--- src/core/rhtq_map.svh ---
// Register offsets, field positions, reset values and limits of the header and enqueue registers.
`ifndef RHTQ_MAP_SVH
`define RHTQ_MAP_SVH

`define RHTQ_ADDR_W            8
`define RHTQ_OFF_RX_HDR_STATUS 8'h7c
`define RHTQ_OFF_RX_HDR_COUNT  8'h7e
`define RHTQ_OFF_TX_QUEUE_CMD  8'h80
`define RHTQ_OFF_RX_CONTROL    8'h74

`define RHTQ_BIT_FRAME_VALID   15
`define RHTQ_BIT_FRAME_TYPE    3
`define RHTQ_BIT_TOO_LONG      2
`define RHTQ_BIT_RUNT          1
`define RHTQ_BIT_CRC_ERROR     0
`define RHTQ_BIT_MANUAL_ENQ    0
`define RHTQ_BIT_MEM_MONITOR   1
`define RHTQ_BIT_AUTO_ENQ      2
`define RHTQ_BIT_PASS_BAD      0

`define RHTQ_COUNT_MSB         11
`define RHTQ_TYPE_LIMIT        16'h05dc
`define RHTQ_MAX_FRAME_BYTES   12'h7d0
`define RHTQ_TXQ_CMD_RESET     16'h0000
`define RHTQ_RX_CONTROL_RESET  16'h0000
`define RHTQ_ISR_MEM_BIT       6

`endif

--- src/core/rhtq_pkg.sv ---
// Types shared by the header status and transmit enqueue register logic.
package rhtq_pkg;

    typedef struct packed {
        logic        valid;
        logic        crc_error;
        logic        runt;
        logic [15:0] length_type;
        logic [11:0] byte_count;
        logic [15:0] upper_status;
    } rhtq_rx_frame_t;

    typedef struct packed {
        logic        wr;
        logic        rd;
        logic [7:0]  addr;
        logic [15:0] wdata;
    } rhtq_reg_req_t;

    typedef enum logic [2:0] {
        RHTQ_TX_IDLE = 3'b001,
        RHTQ_TX_SEND = 3'b010,
        RHTQ_TX_WAIT = 3'b100
    } rhtq_tx_state_t;

endpackage

--- src/core/rhtq_regs.sv ---
// Receive header status, byte count and transmit queue command registers.
`timescale 1ns/1ps
`include "rhtq_map.svh"

module rhtq_regs (
    input  wire  logic                    ref_clk,
    input  wire  logic                    nrst,
    input  wire  rhtq_pkg::rhtq_reg_req_t req,
    output logic [15:0]                   rdata,
    input  wire  rhtq_pkg::rhtq_rx_frame_t rx_head,
    output logic                          rx_pop,
    output logic                          rx_drop,
    input  wire  logic                    tx_frame_ready,
    input  wire  logic                    tx_done,
    output logic                          tx_enqueue,
    input  wire  logic [12:0]             tx_mem_avail,
    input  wire  logic [12:0]             tx_size_request,
    output logic                          mem_irq_set,
    output logic                          pass_bad_out
);
    import rhtq_pkg::*;

    logic [15:0]    txq_cmd_reg, txq_cmd_next;
    logic [15:0]    rx_ctl_reg, rx_ctl_next;
    logic [15:0]    rdata_reg, rdata_next;
    logic           pop_reg, pop_next;
    logic           drop_reg, drop_next;
    logic           enq_reg, enq_next;
    logic           irq_reg, irq_next;
    rhtq_tx_state_t tx_state_reg, tx_state_next;
    logic [15:0]    hdr_status;
    logic           deliver;

    function automatic logic hit(input rhtq_reg_req_t r, input logic [7:0] off);
        hit = (r.addr[7:1] == off[7:1]);
    endfunction

    rhtq_hdr_status u_hdr (
        .frame   (rx_head),
        .pass_bad(rx_ctl_reg[`RHTQ_BIT_PASS_BAD]),
        .status  (hdr_status),
        .deliver (deliver)
    );

    // ------------------------------------------------------------
    // Receive side
    // ------------------------------------------------------------
    always_comb begin
        rdata_next = rdata_reg;
        pop_next   = 1'b0;
        drop_next  = 1'b0;
        rx_ctl_next = rx_ctl_reg;
        if (req.wr && hit(req, `RHTQ_OFF_RX_CONTROL)) begin
            rx_ctl_next = req.wdata;
        end
        if (rx_head.valid && !deliver && !drop_reg) begin
            drop_next = 1'b1;
        end
        if (req.rd) begin
            if (hit(req, `RHTQ_OFF_RX_HDR_STATUS)) begin
                rdata_next = (rx_head.valid && deliver) ? hdr_status : 16'h0000;
            end else if (hit(req, `RHTQ_OFF_RX_HDR_COUNT)) begin
                rdata_next = (rx_head.valid && deliver) ?
                             {4'h0, rx_head.byte_count} : 16'h0000;
                pop_next   = rx_head.valid && deliver;
            end else if (hit(req, `RHTQ_OFF_TX_QUEUE_CMD)) begin
                rdata_next = txq_cmd_reg;
            end else if (hit(req, `RHTQ_OFF_RX_CONTROL)) begin
                rdata_next = rx_ctl_reg;
            end else begin
                rdata_next = 16'h0000;
            end
        end
    end

    // ------------------------------------------------------------
    // Transmit queue command
    // ------------------------------------------------------------
    always_comb begin
        txq_cmd_next  = txq_cmd_reg;
        tx_state_next = tx_state_reg;
        enq_next      = 1'b0;
        irq_next      = 1'b0;
        if (req.wr && hit(req, `RHTQ_OFF_TX_QUEUE_CMD)) begin
            txq_cmd_next = {13'h0000, req.wdata[2:0]};
        end
        if (txq_cmd_reg[`RHTQ_BIT_MEM_MONITOR] && tx_mem_avail >= tx_size_request) begin
            irq_next = 1'b1;
            txq_cmd_next[`RHTQ_BIT_MEM_MONITOR] = 1'b0;
        end
        unique case (tx_state_reg)
            RHTQ_TX_IDLE: begin
                if (tx_frame_ready && (txq_cmd_reg[`RHTQ_BIT_AUTO_ENQ] ||
                                       txq_cmd_reg[`RHTQ_BIT_MANUAL_ENQ])) begin
                    enq_next      = 1'b1;
                    tx_state_next = RHTQ_TX_SEND;
                end
            end
            RHTQ_TX_SEND: begin
                tx_state_next = RHTQ_TX_WAIT;
            end
            RHTQ_TX_WAIT: begin
                if (tx_done) begin
                    txq_cmd_next[`RHTQ_BIT_MANUAL_ENQ] = 1'b0;
                    tx_state_next = RHTQ_TX_IDLE;
                end
            end
            default: begin
                tx_state_next = RHTQ_TX_IDLE;
            end
        endcase
    end

    // ------------------------------------------------------------
    // Receive registers
    // ------------------------------------------------------------
    always_ff @(posedge ref_clk or negedge nrst) begin
        if (!nrst) begin
            rx_ctl_reg   <= `RHTQ_RX_CONTROL_RESET;
            rdata_reg    <= 16'h0000;
            pop_reg      <= 1'b0;
            drop_reg     <= 1'b0;
        end else begin
            rx_ctl_reg   <= rx_ctl_next;
            rdata_reg    <= rdata_next;
            pop_reg      <= pop_next;
            drop_reg     <= drop_next;
        end
    end

    // ------------------------------------------------------------
    // Transmit registers
    // ------------------------------------------------------------
    always_ff @(posedge ref_clk or negedge nrst) begin
        if (!nrst) begin
            txq_cmd_reg  <= `RHTQ_TXQ_CMD_RESET;
            enq_reg      <= 1'b0;
            irq_reg      <= 1'b0;
            tx_state_reg <= RHTQ_TX_IDLE;
        end else begin
            txq_cmd_reg  <= txq_cmd_next;
            enq_reg      <= enq_next;
            irq_reg      <= irq_next;
            tx_state_reg <= tx_state_next;
        end
    end

    assign rdata        = rdata_reg;
    assign rx_pop       = pop_reg;
    assign rx_drop      = drop_reg;
    assign tx_enqueue   = enq_reg;
    assign mem_irq_set  = irq_reg;
    assign pass_bad_out = rx_ctl_reg[`RHTQ_BIT_PASS_BAD];

    // ------------------------------------------------------------
    // Receive checks
    // ------------------------------------------------------------
    // Header reads answer one cycle late, so the frame is looked at through $past.
    a_type_bit: assert property (@(posedge ref_clk) disable iff (!nrst)
        $past(req.rd && hit(req, `RHTQ_OFF_RX_HDR_STATUS) && rx_head.valid && deliver)
        |-> rdata[`RHTQ_BIT_FRAME_TYPE] == $past(rx_head.length_type > `RHTQ_TYPE_LIMIT))
        else $error("frame type bit wrong");

    a_too_long_bit: assert property (@(posedge ref_clk) disable iff (!nrst)
        $past(req.rd && hit(req, `RHTQ_OFF_RX_HDR_STATUS) && rx_head.valid && deliver)
        |-> rdata[`RHTQ_BIT_TOO_LONG] == $past(rx_head.byte_count > `RHTQ_MAX_FRAME_BYTES))
        else $error("too-long bit wrong");

    a_count_whole: assert property (@(posedge ref_clk) disable iff (!nrst)
        $past(req.rd && hit(req, `RHTQ_OFF_RX_HDR_COUNT) && rx_head.valid && deliver)
        |-> rdata[`RHTQ_COUNT_MSB:0] == $past(rx_head.byte_count))
        else $error("byte count truncated");

    a_bad_withheld: assert property (@(posedge ref_clk) disable iff (!nrst)
        (rx_head.valid && rx_head.byte_count > 12'h7d0 && !pass_bad_out && !drop_reg)
        |=> rx_drop) else $error("oversized frame not withheld");

    a_pass_delivers: assert property (@(posedge ref_clk) disable iff (!nrst)
        (rx_head.valid && pass_bad_out) |=> !rx_drop)
        else $error("frame withheld although pass-bad is set");

    a_drop_only_bad: assert property (@(posedge ref_clk) disable iff (!nrst)
        rx_drop |-> $past(rx_head.valid && !deliver))
        else $error("drop of a deliverable frame");

    a_runt_withheld: assert property (@(posedge ref_clk) disable iff (!nrst)
        (rx_head.valid && rx_head.runt && !pass_bad_out && !rx_drop) |=> rx_drop)
        else $error("runt frame not withheld");

    a_runt_bit: assert property (@(posedge ref_clk) disable iff (!nrst)
        $past(req.rd && hit(req, `RHTQ_OFF_RX_HDR_STATUS) && rx_head.valid && deliver)
        |-> rdata[`RHTQ_BIT_RUNT] == $past(rx_head.runt))
        else $error("runt bit wrong");

    a_crc_withheld: assert property (@(posedge ref_clk) disable iff (!nrst)
        (rx_head.valid && rx_head.crc_error && !pass_bad_out && !rx_drop) |=> rx_drop)
        else $error("crc error frame not withheld");

    a_crc_bit: assert property (@(posedge ref_clk) disable iff (!nrst)
        $past(req.rd && hit(req, `RHTQ_OFF_RX_HDR_STATUS) && rx_head.valid && deliver)
        |-> rdata[`RHTQ_BIT_CRC_ERROR] == $past(rx_head.crc_error))
        else $error("crc error bit wrong");

    a_count_upper: assert property (@(posedge ref_clk) disable iff (!nrst)
        $past(req.rd && hit(req, 8'h7e)) |-> rdata[15:12] == 4'h0)
        else $error("byte count reserved bits not zero");

    a_pop_once: assert property (@(posedge ref_clk) disable iff (!nrst)
        rx_pop |-> $past(req.rd && hit(req, 8'h7e))) else $error("pop without count read");

    a_pop_delivered: assert property (@(posedge ref_clk) disable iff (!nrst)
        rx_pop |-> $past(rx_head.valid && deliver))
        else $error("pop of a frame that was not delivered");

    a_status_no_pop: assert property (@(posedge ref_clk) disable iff (!nrst)
        $past(req.rd && hit(req, `RHTQ_OFF_RX_HDR_STATUS)) |-> !rx_pop)
        else $error("status read consumed the frame");

    a_valid_bit: assert property (@(posedge ref_clk) disable iff (!nrst)
        ($past(req.rd && hit(req, 8'h7c)) && rdata[15]) |-> $past(rx_head.valid))
        else $error("valid bit without complete frame");

    a_valid_low_idle: assert property (@(posedge ref_clk) disable iff (!nrst)
        $past(req.rd && hit(req, `RHTQ_OFF_RX_HDR_STATUS) && !rx_head.valid)
        |-> rdata == 16'h0000)
        else $error("header status shown without a frame");

    a_pass_written: assert property (@(posedge ref_clk) disable iff (!nrst)
        $past(req.wr && hit(req, `RHTQ_OFF_RX_CONTROL))
        |-> pass_bad_out == $past(req.wdata[`RHTQ_BIT_PASS_BAD]))
        else $error("pass-bad bit not written");

    // ------------------------------------------------------------
    // Transmit checks
    // ------------------------------------------------------------
    a_enq_one_pulse: assert property (@(posedge ref_clk) disable iff (!nrst)
        tx_enqueue |=> !tx_enqueue) else $error("enqueue pulse longer than one cycle");

    a_enq_needs_cmd: assert property (@(posedge ref_clk) disable iff (!nrst)
        tx_enqueue |-> $past(txq_cmd_reg[`RHTQ_BIT_MANUAL_ENQ] || txq_cmd_reg[`RHTQ_BIT_AUTO_ENQ]))
        else $error("enqueue without a command bit");

    a_enq_idle_only: assert property (@(posedge ref_clk) disable iff (!nrst)
        (tx_state_reg != RHTQ_TX_IDLE) |=> !tx_enqueue)
        else $error("enqueue while a frame is in flight");

    a_manual_clear: assert property (@(posedge ref_clk) disable iff (!nrst)
        (tx_state_reg == RHTQ_TX_WAIT && tx_done) |=> !txq_cmd_reg[0])
        else $error("manual bit not cleared after transmit");

    a_manual_held: assert property (@(posedge ref_clk) disable iff (!nrst)
        (txq_cmd_reg[`RHTQ_BIT_MANUAL_ENQ] && !(tx_state_reg == RHTQ_TX_WAIT && tx_done) &&
         !(req.wr && hit(req, `RHTQ_OFF_TX_QUEUE_CMD))) |=> txq_cmd_reg[`RHTQ_BIT_MANUAL_ENQ])
        else $error("manual bit dropped before transmit finished");

    a_auto_enqueue: assert property (@(posedge ref_clk) disable iff (!nrst)
        (tx_state_reg == RHTQ_TX_IDLE && tx_frame_ready && txq_cmd_reg[2]) |=> tx_enqueue)
        else $error("auto enqueue missed a frame");

    a_enq_needs_frame: assert property (@(posedge ref_clk) disable iff (!nrst)
        tx_enqueue |-> $past(tx_frame_ready))
        else $error("enqueue without a prepared frame");

    a_mon_irq: assert property (@(posedge ref_clk) disable iff (!nrst)
        (txq_cmd_reg[1] && tx_mem_avail >= tx_size_request) |=> mem_irq_set)
        else $error("memory monitor interrupt missing");

    a_irq_needs_mon: assert property (@(posedge ref_clk) disable iff (!nrst)
        mem_irq_set |-> $past(txq_cmd_reg[`RHTQ_BIT_MEM_MONITOR]))
        else $error("memory interrupt without monitor request");

    a_mon_clear: assert property (@(posedge ref_clk) disable iff (!nrst)
        mem_irq_set |-> !txq_cmd_reg[1]) else $error("monitor bit not cleared");

    a_mon_held: assert property (@(posedge ref_clk) disable iff (!nrst)
        (txq_cmd_reg[`RHTQ_BIT_MEM_MONITOR] && tx_mem_avail < tx_size_request &&
         !(req.wr && hit(req, `RHTQ_OFF_TX_QUEUE_CMD))) |=> txq_cmd_reg[`RHTQ_BIT_MEM_MONITOR])
        else $error("monitor bit dropped before memory was free");

endmodule

--- src/core/rhtq_hdr_status.sv ---
// Builds the header status word and the delivery decision of one received frame.
`timescale 1ns/1ps
`include "rhtq_map.svh"

module rhtq_hdr_status (
    input  wire rhtq_pkg::rhtq_rx_frame_t frame,
    input  wire logic                     pass_bad,
    output logic [15:0]                   status,
    output logic                          deliver
);
    import rhtq_pkg::*;

    logic too_long;
    logic bad;

    always_comb begin
        too_long = frame.byte_count > `RHTQ_MAX_FRAME_BYTES;
        bad      = too_long | frame.runt | frame.crc_error;
        status   = {frame.upper_status[15:4], 4'h0};
        status[`RHTQ_BIT_FRAME_VALID] = frame.valid;
        status[`RHTQ_BIT_FRAME_TYPE]  = frame.length_type > `RHTQ_TYPE_LIMIT;
        status[`RHTQ_BIT_TOO_LONG]    = too_long;
        status[`RHTQ_BIT_RUNT]        = frame.runt;
        status[`RHTQ_BIT_CRC_ERROR]   = frame.crc_error;
        deliver = frame.valid & (~bad | pass_bad);
    end

endmodule

--- config.mk ---
export PLATFORM = sky130hd
export DESIGN_NAME = rhtq_regs
export DESIGN_NICKNAME = d
export VERILOG_FILES = /design/src/core/rhtq_pkg.sv /design/src/core/rhtq_regs.sv /design/src/core/rhtq_hdr_status.sv
export VERILOG_INCLUDE_DIRS = /design/src /design/src/core
export SDC_FILE = /design/constraint.sdc
export NUM_CORES = 1
export LEC_CHECK = 0
export ABC_AREA = 1
export ABC_CLOCK_PERIOD_IN_PS = 1750
export BUFFER_PORTS_ARGS = -buffer_cell sky130_fd_sc_hd__buf_4
export CAP_MARGIN = 20
export CORE_UTILIZATION = 30
export DETAILED_ROUTE_END_ITERATION = 8
export GPL_TIMING_DRIVEN = 0
export HOLD_SLACK_MARGIN = 0.15
export PLACE_DENSITY = 0.67
export SLEW_MARGIN = 20
export SYNTH_ARGS = -nofsm -noshare
export SYNTH_HDL_FRONTEND = slang
export SYNTH_SLANG_ARGS = --single-unit
--- constraint.sdc ---
create_clock -name ref_clk -period 1.75 [get_ports ref_clk]
set_clock_uncertainty 0.2 [all_clocks]
set_input_delay 0.2625 -clock ref_clk [delete_from_list [all_inputs] [get_ports ref_clk]]
set_output_delay 0.2625 -clock ref_clk [all_outputs]
set_load 0.05 [all_outputs]
After elaboration in Yosys (flattened, before gate mapping)
Index checks and enable logic that the tools add are counted.
{"block": "word_totals", "input_bits": 103, "elab_cells": 59, "regBits": 42, "out_inout_bits": 21}
{"block": "op_classes", "n_eq_ne": 9, "n_reduce_logical": 12, "muxes": 20, "n_bitwise": 5, "order_cmp": 3}
{"cell": "two-way mux 16 bit", "count": 5}
{"cell": "== test 7 x 6 -> 1 bit, second input constant", "count": 3}
{"cell": "greater-than comparator 16 x 11 -> 1 bit, second input constant", "count": 1}
{"cell": ">= comparator 13 bit", "count": 1}
{"cell": "greater-than comparator 12 x 11 -> 1 bit, second input constant", "count": 1}
{"cell": "two-way mux 12 bit", "count": 1}
{"cell": "two-way mux 1 bit", "count": 10}
{"cell": "one-hot mux 3 bit (3 select lines)", "count": 1}
{"cell": "== test 7 bit, second input constant", "count": 1}
{"cell": "logical AND 1 bit", "count": 7}
{"cell": "two-way mux 3 bit", "count": 2}
{"cell": "!= test 2 bit, second input constant", "count": 2}
{"cell": "== test 3 x 1 -> 1 bit, second input constant", "count": 1}
{"cell": "== test 3 x 2 -> 1 bit, second input constant", "count": 1}
{"cell": "== test 3 bit, second input constant", "count": 1}
{"cell": "OR 1 bit", "count": 3}
{"cell": "zero test 1 bit", "count": 2}
{"cell": "two-way mux 2 bit", "count": 1}
{"cell": "AND reduction 2 bit", "count": 1}
{"cell": "nonzero test 2 bit", "count": 1}
{"cell": "bitwise AND 1 bit", "count": 1}
{"cell": "logical OR 1 bit", "count": 1}
{"cell": "inverter 1 bit", "count": 1}

Logic depth before layout (Yosys ltp)
Gate-level depths: netlist (run 1).
{"block": "depth", "depth_word": 10, "mapped_depth": 13}

Hierarchy
From an unflattened synthesis (run 1), not the netlist that was laid out.
{"block": "hier_totals", "cells_unflattened": 402, "hier_area_um2": 2807.7}
{"module": "rhtq_regs", "cells_each": 339, "n_inst": 1, "seq_area_each_um2": 1052.3, "area_each_um2": 2488.6}
{"module": "rhtq_hdr_status", "cells_each": 63, "n_inst": 1, "seq_area_each_um2": 0.0, "area_each_um2": 319.1}

Least setup slack after synthesis (run 1)
No wires, ideal clock.
{"block": "synth_timing", "path_type": "register -> register", "start": "register rx_ctl_reg[0]", "end": "register rdata_reg[0] (netlist: rdata[0])", "synth_period_minus_slack_ps": 1575, "required_time_ps": 1484, "arrival_time_ps": 1309, "slack_ps": 175, "setup_ps": 66, "path_stages_with_launch": 8, "path_cell_list": "dfrtp_1 > inv_1 > nand2_2 > buf_4 > nand4_1 > nand3_1 > nand2_1 > nand2_1"}
{"block": "synth_via", "elab_chain_len": 6}
{"element": "from (decl)", "line_no": "rhtq_regs.sv:24", "source": "logic [15:0] rx_ctl_reg, rx_ctl_next;"}
{"element": "from (signal assigned)", "line_no": "rhtq_regs.sv:119", "source": "rx_ctl_reg <= `RHTQ_RX_CONTROL_RESET;"}
{"element": "from (signal assigned)", "line_no": "rhtq_regs.sv:124", "source": "rx_ctl_reg <= rx_ctl_next;"}
{"element": "OR 1 bit", "line_no": "rhtq_hdr_status.sv:25", "source": "deliver = frame.valid & (~bad | pass_bad);"}
{"element": "bitwise AND 1 bit", "line_no": "rhtq_hdr_status.sv:25"}
{"element": "logical AND 1 bit", "line_no": "rhtq_regs.sv:61, rhtq_regs.sv:63"}
{"element": "two-way mux 12 bit", "line_no": "rhtq_regs.sv:63", "source": "rdata_next = (rx_head.valid && deliver) ?"}
{"element": "two-way mux 16 bit", "line_no": "rhtq_regs.sv:62", "source": "end else if (hit(req, `RHTQ_OFF_RX_HDR_COUNT)) begin"}
{"element": "two-way mux 16 bit (*)", "line_no": "rhtq_regs.sv:60", "source": "if (hit(req, `RHTQ_OFF_RX_HDR_STATUS)) begin"}
{"element": "to (signal assigned)", "line_no": "rhtq_regs.sv:125", "source": "rdata_reg <= rdata_next;"}
{"element": "to (decl)", "line_no": "rhtq_regs.sv:25", "source": "logic [15:0] rdata_reg, rdata_next;"}
Mark *: on every way between the ends. The rest lies on a longest branch, timed or not.
A chain may end at the register's enable or synchronous reset.

==> results of run 1 <==
-- worst max-delay path, cell delays in order --
cell	delay, ns
dlygate4sd3_1	0.53
buf_4	0.12
clkbuf_1	0.40
nand2_1	0.11
nor2_1	0.12
nor2_1	0.05
-- worst min-delay path by stage --
stage / startpoint / to / cells after the start
CTS: req[22] / txq_cmd_reg[0] / 4
finish: req[21] / txq_cmd_reg[0] / 4
floorplan: nrst / mem_irq_set / 0
global route: req[22] / txq_cmd_reg[0] / 4
global placement: nrst / rdata[10] / 1
detailed placement: nrst / rdata[10] / 1
-- final cells by class --
type                            count  share of cell area, %
Buffer                             13                   1.70
Clock buffer                        6                   1.73
Clock inverter                      2                  0.897
Inverter                           46                   4.12
Multi-Input combinational cell    252                   32.8
Sequential cell                    42                   25.1
Tap cell                          108                   3.23
Timing Repair Buffer              156                   30.4
-- what timing repair did --
| action | 4_1_cts | 5_1_grt |
|---|---|---|
| gates resized for setup | 0 | 2 |
| endpoints found under the setup margin | 0 | 1 |
| hold endpoints to repair | 79 | 1 |
-- cell usage in the layout (no fill, tap or decap), types with 8 or more instances in the layout --
cell           instances
dlygate4sd3_1         40
inv_1                 44
dfrtp_1               41
mux2_4                 8
nand3_1                9
nor2_1                58
nand2_1               83
ha_1                  13
o21ai_0               14
buf_4                119
a21oi_1               15
nand4_1               29
-- cells by family after synthesis --
group	synth area share [%]
simple gates	33.2
buf+inv	9.10
flops	39.4
compound gates	6.84
fa+ha+maj	6.09
mux	5.34
-- metal layers --
metal,up-vias,part of all wire [%],wire [µm]
met3,10,7.4,554
met1,1279,43,3250
met4,0,1.3,95
li1,1480,-,-
met2,92,48,3630
met5,-,0,0
-- synthesized netlist by cell type --
cell type  number  area, µm²
o22a_1          1       8.76
nor2_2          3       18.8
nor3_1          2       10.0
nor2_1         58        218
inv_2           2       7.51
clkbuf_1        5       18.8
dfstp_2         1       26.3
nor4_1          2       12.5
o21ai_1         1       5.00
nand3_1         9       45.0
nand2_1        83        312
a32oi_1         1       8.76
o211ai_1        1       7.51
dfrtp_1        41       1030
mux2_4          8        120
o21ai_0        14       70.1
buf_4           3       22.5
nor3b_1         1       7.51
ha_1           13        163
a21o_1          1       7.51
buf_2           2       10.0
nor4_2          1       12.5
mux2_2          2       22.5
nand4_1        29        181
nand2_2         3       18.8
a21oi_1        15       75.1
nand4_2         1       12.5
nor4b_1         1       8.76
inv_1          44        165
buf_1           2       7.51
buf_6           1       11.3
nor4_4          1       21.3
nand3b_1        1       7.51
-- power breakdown --
part           internal, mW  leakage (nW)  switching (mW)
sequential             1.05         0.538          0.0460
clock                 0.426        0.0514           0.344
combinational         0.353          1.66           0.370
-- per-stage QoR --
| step | utilization [%] | setup TNS, ns |
|---|---|---|
| 6_report | 48.2 | 0 |
| 5_1_grt | 48.2 | 0 |
| 4_1_cts | 48.2 | 0 |
| 3_5_place_dp | 42.3 | -0.979 |
| 3_3_place_gp | 42.3 | -0.493 |
| 2_1_floorplan | - | 0 |
==> flow_summary.json, run 1 <==
{
  "die_height_um": 96.3,
  "pwr_density_cell_nw_per_um2": 619,
  "routedWlPerCell_um": 12.0,
  "syn2layout_area_growth_pct": 56.9,
  "cts_made_buffers": 5,
  "maxSlewHeadroom_pct": 65.1,
  "synth-seq-area-share_pct": 39.4,
  "startpoint": "req[24]",
  "cts_tree": "done",
  "clockBufferDepth": 2,
  "cts.sinks": 42,
  "synth-seq-cells": 42,
  "multi_input_area_um2": 1370,
  "worstPathMaxFanout": 10,
  "fin_cells": 625,
  "cts_max_level": 2,
  "cp-endpoint": "rdata[3]",
  "reg2reg_depth": 7,
  "rr_startpoint": "rx_ctl_reg[0]",
  "post-route-period-util_pct": 91.2,
  "final-seq-area_um2": 1050,
  "die-area_um2": 9280,
  "postLayoutCellArea_um2": 4190,
  "report.final.slew_viol_count": 0,
  "met1_usage_pct": 19.7,
  "die_width_um": 96.3,
  "grt_pass1_wl_um": 12100,
  "fin_ws_ns": 0.155,
  "clkTransAtPathRegs_ns": 0.08,
  "placed_area_um2": 3670,
  "grt_max_degree": 43,
  "min_path_type": "in2reg",
  "drc_errors": 0,
  "syn_inst": 353,
  "ant_nets": 0,
  "setup_viol": 0,
  "use_met3_pct": 3.63,
  "cp_data_required_time_ns": 1.74,
  "cp-end-kind": "register",
  "syn-cell-area_um2": 2670,
  "whs_ns": 0.0886,
  "grt_busiest_layer": "met2",
  "ys_warn_count": 0,
  "core-area_um2": 8680,
  "hold_buffers": 40,
  "crit_arrival_ns": 1.59,
  "nets": 632,
  "hpwlAfterDp_um": 5890,
  "drtIter0Drc": 71,
  "initial_core_util_pct": 30.8,
  "path_class": "in2reg",
  "antenna_found_initial": 0,
  "ff2ff_setup_slack_ns": 0.35,
  "portBuffers": 116,
  "antenna_cells": 0,
  "vdd.ir_drop.worst_mv": 0.290,
  "cts_root_buf": "clkbuf_8",
  "layout_min_cycle_time_ns": 1.60,
  "placed_cells": 577,
  "synth_nets": 469,
  "via_count": 2861,
  "post_cts_buffers": 0,
  "finalWirelength_um": 7530,
  "startpoint_type": "primary input",
  "total_power_mw": 2.59,
  "rsz0062_at_grt": "false",
  "place_congestion": 0.827,
  "dp_slack_ns": -0.0611,
  "status": "finished clean",
  "rows": 34,
  "r2r_end": "rdata[3]",
  "hold_viol": 0,
  "grt_pass1_vias": 2878,
  "synthDistinctLibCells": 33,
  "boundaryPins": 124,
  "first_pass_iters": 4,
  "maxCapViolations": 0,
  "grt_util_all_layers_pct": 16.9,
  "syn_area_per_cell_um2": 7.56,
  "max_freq_mhz": 627,
  "num-fill-cells": 866,
  "drive_gt1_share_pct": 29.4,
  "grt-ovfl-total": 0,
  "viasPerCell": 4.58,
  "worstSkewPairLatency_ns": 0.29,
  "leakage_nw": 2.25,
  "tightest_slew_ns": 0.524,
  "use_met2_pct": 31.0
}
Note: power is estimated with default switching activity, not from simulation.
==> run 2, diff against run 1 <==
==> constraint.sdc (replaced) <==
create_clock -name ref_clk -period 1.75 [get_ports ref_clk]
set_clock_uncertainty 0.2 [all_clocks]
set_input_delay 0.0875 -clock ref_clk [delete_from_list [all_inputs] [get_ports ref_clk]]
set_output_delay 0.0875 -clock ref_clk [all_outputs]
set_load 0.05 [all_outputs]
==> run 2 against run 1 <==
First-iteration DRC count is 11% higher. Cell count is 3.2% higher. Count of clock-buffer cells in the layout stayed put. Total power is 1.5% higher. Sequential power hardly changed. Highest routed layer unchanged. Largest cell class is now non-clock buffers. Register-to-register slack worse by 0.23 ns. Via count is 4.7% higher. Die area stayed put. Combinational power is 5.0% higher. Wire length is 6.1% higher. Global-route usage is 1.0 points higher. Setup slack worse by 0.10 ns. Largest power group unchanged. Critical endpoint is now rx_ctl_reg[12].
==> flow_summary.json, run 2 (synthesis results as in run 1) <==
{
  "maxCapViolations": 0,
  "worstSkewPairLatency_ns": 0.29,
  "drtIter0Drc": 79,
  "ant_nets": 0,
  "cp_data_required_time_ns": 1.72,
  "cp_slowest_cell": "dlygate4sd3_1",
  "report.final.slew_viol_count": 0,
  "core-area_um2": 8680,
  "grt_util_all_layers_pct": 17.9,
  "crit_path_cell_trace": "buf_4 -> nand2_2 -> nor2_2 -> nand4_2 -> inv_2 -> nand2_2 -> buf_6 -> nor2_1 -> dlygate4sd3_1 -> a21oi_1",
  "worstPathMaxFanout": 10,
  "cts_tree": "done",
  "hpwlAfterDp_um": 5890,
  "routedWlPerCell_um": 12.4,
  "viasPerCell": 4.64,
  "via_count": 2995,
  "fin_util_pct": 50.8,
  "grt_pass1_vias": 3050,
  "tightest_slew_ns": 0.529,
  "crit_arrival_ns": 1.67,
  "cts.sinks": 42,
  "ff2ff_setup_slack_ns": 0.12,
  "maxSlewHeadroom_pct": 64.7,
  "first_pass_iters": 4,
  "post-route-period-util_pct": 96.9,
  "min_path_type": "in2reg",
  "pwr_density_cell_nw_per_um2": 597,
  "final_common_cell": "buf_4",
  "placed_cells": 577,
  "fin_cells": 645,
  "grt_pass1_wl_um": 12900,
  "clkTransAtPathRegs_ns": 0.08,
  "final_cell_mix": "buf_4, nand2_1, nor2_1, dlygate4sd3_1, inv_1",
  "portBuffers": 116,
  "cts_root_buf": "clkbuf_8",
  "startpoint_type": "primary input",
  "grt_max_degree": 43,
  "place_congestion": 0.827,
  "max_freq_mhz": 590,
  "setup_viol": 0,
  "path_class": "in2reg",
  "status": "finished clean",
  "drive_gt1_share_pct": 28.5,
  "cts_max_level": 2,
  "finalWirelength_um": 7990,
  "layout_min_cycle_time_ns": 1.70,
  "die_width_um": 96.3,
  "total_power_mw": 2.63,
  "vdd.ir_drop.worst_mv": 0.291,
  "nets": 652,
  "syn2layout_area_growth_pct": 65.2,
  "boundaryPins": 124,
  "grt-ovfl-total": 0,
  "antenna_cells": 0,
  "cts_made_buffers": 5,
  "die-area_um2": 9280,
  "drc_errors": 0,
  "rsz0062_at_grt": "true",
  "cpMostUsedCell": "nand2_2",
  "initial_core_util_pct": 30.8,
  "leakage_nw": 2.37,
  "rows": 34,
  "cp-end-kind": "register",
  "critPathMaxStageDelay_ns": 0.56,
  "antenna_found_initial": 0,
  "hold_viol": 0,
  "whs_ns": 0.0678,
  "clockBufferDepth": 2,
  "die_height_um": 96.3
}
run 2: cell count changes in the layout (fill, tap and decap cells not counted):
cell,before,now
nor2_4,0,2
clkbuf_1,5,6
nor4_2,1,0
buf_2,2,1
nor4_4,1,2
buf_1,2,1
buf_4,119,120
dlygate4sd3_1,40,58
nor2_2,3,1
dlymetal6s4s_1,0,1
clkbuf_4,0,1
run 2: cell type report:
type / instances / area (µm²)
clock buffer: 6 / 72.6
tap: 108 / 135
multi-input combinational: 252 / 1390
buffer: 13 / 73.8
timing repair buffer: 176 / 1470
clock inverter: 2 / 37.5
inverter: 46 / 173
fill: 852 / 4270
sequential: 42 / 1050
run 2: what timing repair did:
action / 4_1_cts / 5_1_grt
setup buffers: 0 / 1
setup endpoints to repair: 0 / 18
hold endpoints to repair: 81 / 6
gates resized for setup: 0 / 6
hold buffers: 59 / 1
run 2: final timing paths:
check,start,endpoint,cells after the start
min reg2reg,rx_drop,rx_drop,1
max in group asynchronous,nrst,tx_state_reg[0],3
min in group asynchronous,nrst,rdata[8],3
max reg2reg,tx_state_reg[0],txq_cmd_reg[0],3
max,req[21],rx_ctl_reg[12],10
min,req[23],rdata[6],6
run 2: worst max-delay path, delay by kind of cell:
| family | cells | cell delay, ns |
|---|---|---|
| buffers and inverters | 4 | 0.96 |
| AOI/OAI and AO/OA | 1 | 0.04 |
| and+or+nand+nor | 5 | 0.57 |
run 2: routing by layer:
metal  vias to the layer above  track usage, %  part of all wire, %
li1                       1518               -                    -
met1                      1361            20.7                   43
met2                       105            32.8                   49
met3                        11            3.63                  6.5
met4                         0            5.51                  1.2
met5                         -               0                    0
run 2: where the power goes:
group | switching [mW] | leakage (nW) | internal [mW]
Clock | 0.344 | 0.0514 | 0.426
Combinational | 0.382 | 1.78 | 0.377
Sequential | 0.0471 | 0.538 | 1.05
Total | 0.774 | 2.37 | 1.86
run 2: through the flow:
stage	setup slack [ns]	instance area, µm²	setup TNS, ns
floorplan	0.175	2670	0
global placement	0.129	3670	0
detailed placement	0.114	3670	0
CTS	0.0148	4380	0
global route	-0.0510	4410	-0.0985
finish	0.0546	4410	0
==> run 3, diff against run 2 <==
PLACE_DENSITY = not set   (was 0.67)
==> run 3 against run 2 <==
Sequential share of layout area is essentially flat. Critical path depth fell by 3. Setup slack gained 0.017 ns. Register-to-register slack better by 0.02 ns. Design area increased by 0.11%. Global-route usage is 0.25 points lower. Fmax grew 1.0%. Critical endpoint is now txq_cmd_reg[1]. Clock power is 21% lower. Wire length increased by 0.29%. Critical path type unchanged. Utilization grew 0.058 points.
==> flow_summary.json, run 3 (synthesis results as in run 1) <==
{
  "tightest_slew_ns": 0.544,
  "initial_core_util_pct": 30.8,
  "netSwitchingPower_mw": 0.761,
  "nets": 654,
  "place_congestion": 0.807,
  "max_freq_mhz": 596,
  "placed_cells": 577,
  "total_power_mw": 2.48,
  "crit_path_cell_trace": "buf_4 -> dlygate4sd3_1 -> nand2_2 -> dlygate4sd3_1 -> o21ai_1 -> inv_1 -> nor2_1",
  "die-area_um2": 9280,
  "finalWirelength_um": 8010,
  "drc_errors": 0,
  "cp-end-kind": "register",
  "startpoint_type": "primary input",
  "pwr-share-clk_pct": 24.7,
  "critPathMaxStageDelay_ns": 0.60,
  "met1_usage_pct": 21.2,
  "grt_util_all_layers_pct": 17.6,
  "fin_cells": 647,
  "post-route-period-util_pct": 95.9,
  "vdd.ir_drop.worst_mv": 0.253,
  "hold_path_depth": 6,
  "cts_made_buffers": 5,
  "cp.depth": 7,
  "final_cell_mix": "buf_4, nand2_1, dlygate4sd3_1, nor2_1, inv_1",
  "core-area_um2": 8680,
  "min_path_type": "in2reg",
  "maxSlewHeadroom_pct": 63.7,
  "swShare_pct": 30.7,
  "startpoint": "req[25]",
  "num-fill-cells": 868,
  "layout_min_cycle_time_ns": 1.68,
  "p_comb_share_pct": 30.8,
  "seq_power_share_pct": 44.4,
  "cts_tree": "done",
  "cpMostUsedCell": "dlygate4sd3_1",
  "fin_ws_ns": 0.0719,
  "dp_slack_ns": 0.100,
  "worstSkewPairLatency_ns": 0.29,
  "cp_data_required_time_ns": 1.78,
  "reg2reg_depth": 7,
  "leakage_nw": 2.33,
  "pwr_density_cell_nw_per_um2": 561,
  "final_common_cell": "buf_4",
  "cts.sinks": 42,
  "die_height_um": 96.3,
  "drtIter0Drc": 97,
  "cp_top_family": "buffers and inverters",
  "boundaryPins": 124,
  "routedWlPerCell_um": 12.4,
  "syn2layout_area_growth_pct": 65.4,
  "ff2ff_setup_slack_ns": 0.14,
  "worstPathMaxFanout": 5,
  "path_class": "in2reg",
  "hpwlAfterDp_um": 6030,
  "grt-ovfl-total": 0,
  "setup_viol": 0,
  "ant_nets": 0,
  "path_buf_inv": 4,
  "grt_busiest_layer": "met2",
  "clkTransAtPathRegs_ns": 0.08,
  "report.final.slew_viol_count": 0,
  "status": "finished clean",
  "drive_gt1_share_pct": 28.8,
  "portBuffers": 116,
  "maxCapViolations": 0,
  "cts_max_level": 2,
  "via_count": 3002,
  "hold_viol": 0,
  "intPower_mw": 1.72,
  "antenna_found_initial": 0,
  "antenna_cells": 0,
  "whs_ns": 0.0823,
  "crit_arrival_ns": 1.71,
  "cts_root_buf": "clkbuf_8",
  "r2r_end": "rdata[2]",
  "cp-endpoint": "txq_cmd_reg[1]",
  "die_width_um": 96.3,
  "rows": 34,
  "grt_max_degree": 43,
  "first_pass_iters": 4,
  "grt_pass1_vias": 2894,
  "use_met3_pct": 4.42,
  "cp_slowest_cell": "dlygate4sd3_1",
  "viasPerCell": 4.64,
  "use_met2_pct": 31.0,
  "grt_pass1_wl_um": 12600,
  "rr_startpoint": "txq_cmd_reg[2]",
  "clockBufferDepth": 2
}
==> run 3: worst min-delay path by stage <==
stage                     end     from  slack, ns
3_5_place_dp        rdata[11]     nrst      -0.09
3_3_place_gp        rdata[11]     nrst      -0.09
6_report             rdata[6]  req[23]       0.08
2_1_floorplan     mem_irq_set     nrst      -0.41
5_1_grt              rdata[6]  req[23]       0.13
4_1_cts        txq_cmd_reg[1]  req[22]       0.06
==> run 3: cell type report <==
cell class | instances | area, µm² | area share, %
multi-input cells | 252 | 1410 | 31.9
inverters | 46 | 173 | 3.91
well taps | 108 | 135 | 3.06
flip-flops and latches | 42 | 1050 | 23.8
clock inverters | 1 | 7.51 | 0.170
plain buffers | 13 | 73.8 | 1.67
clock buffers | 7 | 76.3 | 1.73
repair buffers | 178 | 1490 | 33.7
==> run 3: worst min-delay path: cells and delay by family <==
family	cells	cell delay [ns]
and+or+nand+nor	5	0.32
buffers and inverters	1	0.12
==> run 3: timing repair <==
action	in CTS	in global routing
endpoints found under the hold margin	81	4
setup buffers	0	1
endpoints found under the setup margin	0	12
gates resized for setup	0	8
hold buffers	61	1
==> run 3: per-stage QoR <==
step | instance area, µm² | TNS, ns | utilization, %
after CTS | 4370 | 0 | 50.3
after floorplan | 2670 | 0 | -
after global placement | 3670 | 0 | 42.3
after global routing | 4410 | -0.0161 | 50.9
final | 4410 | 0 | 50.9
after detailed placement | 3670 | 0 | 42.3
==> run 3: power by group through the flow <==
stage / Combinational [mW] / Sequential, mW / Clock [mW]
floorplan: 0.248 / 1.21 / 0
global placement: 0.644 / 1.12 / 0
detailed placement: 0.659 / 1.12 / 0
CTS: 0.762 / 1.10 / 0.636
global route: 0.846 / 1.11 / 0.671
finish: 0.764 / 1.10 / 0.612
==> run 3: per-layer routing <==
layer | vias to the layer above | routed length (µm)
li1 | 1525 | -
met1 | 1380 | 3420
met2 | 84 | 3970
met3 | 13 | 495
met4 | 0 | 122
met5 | - | 0
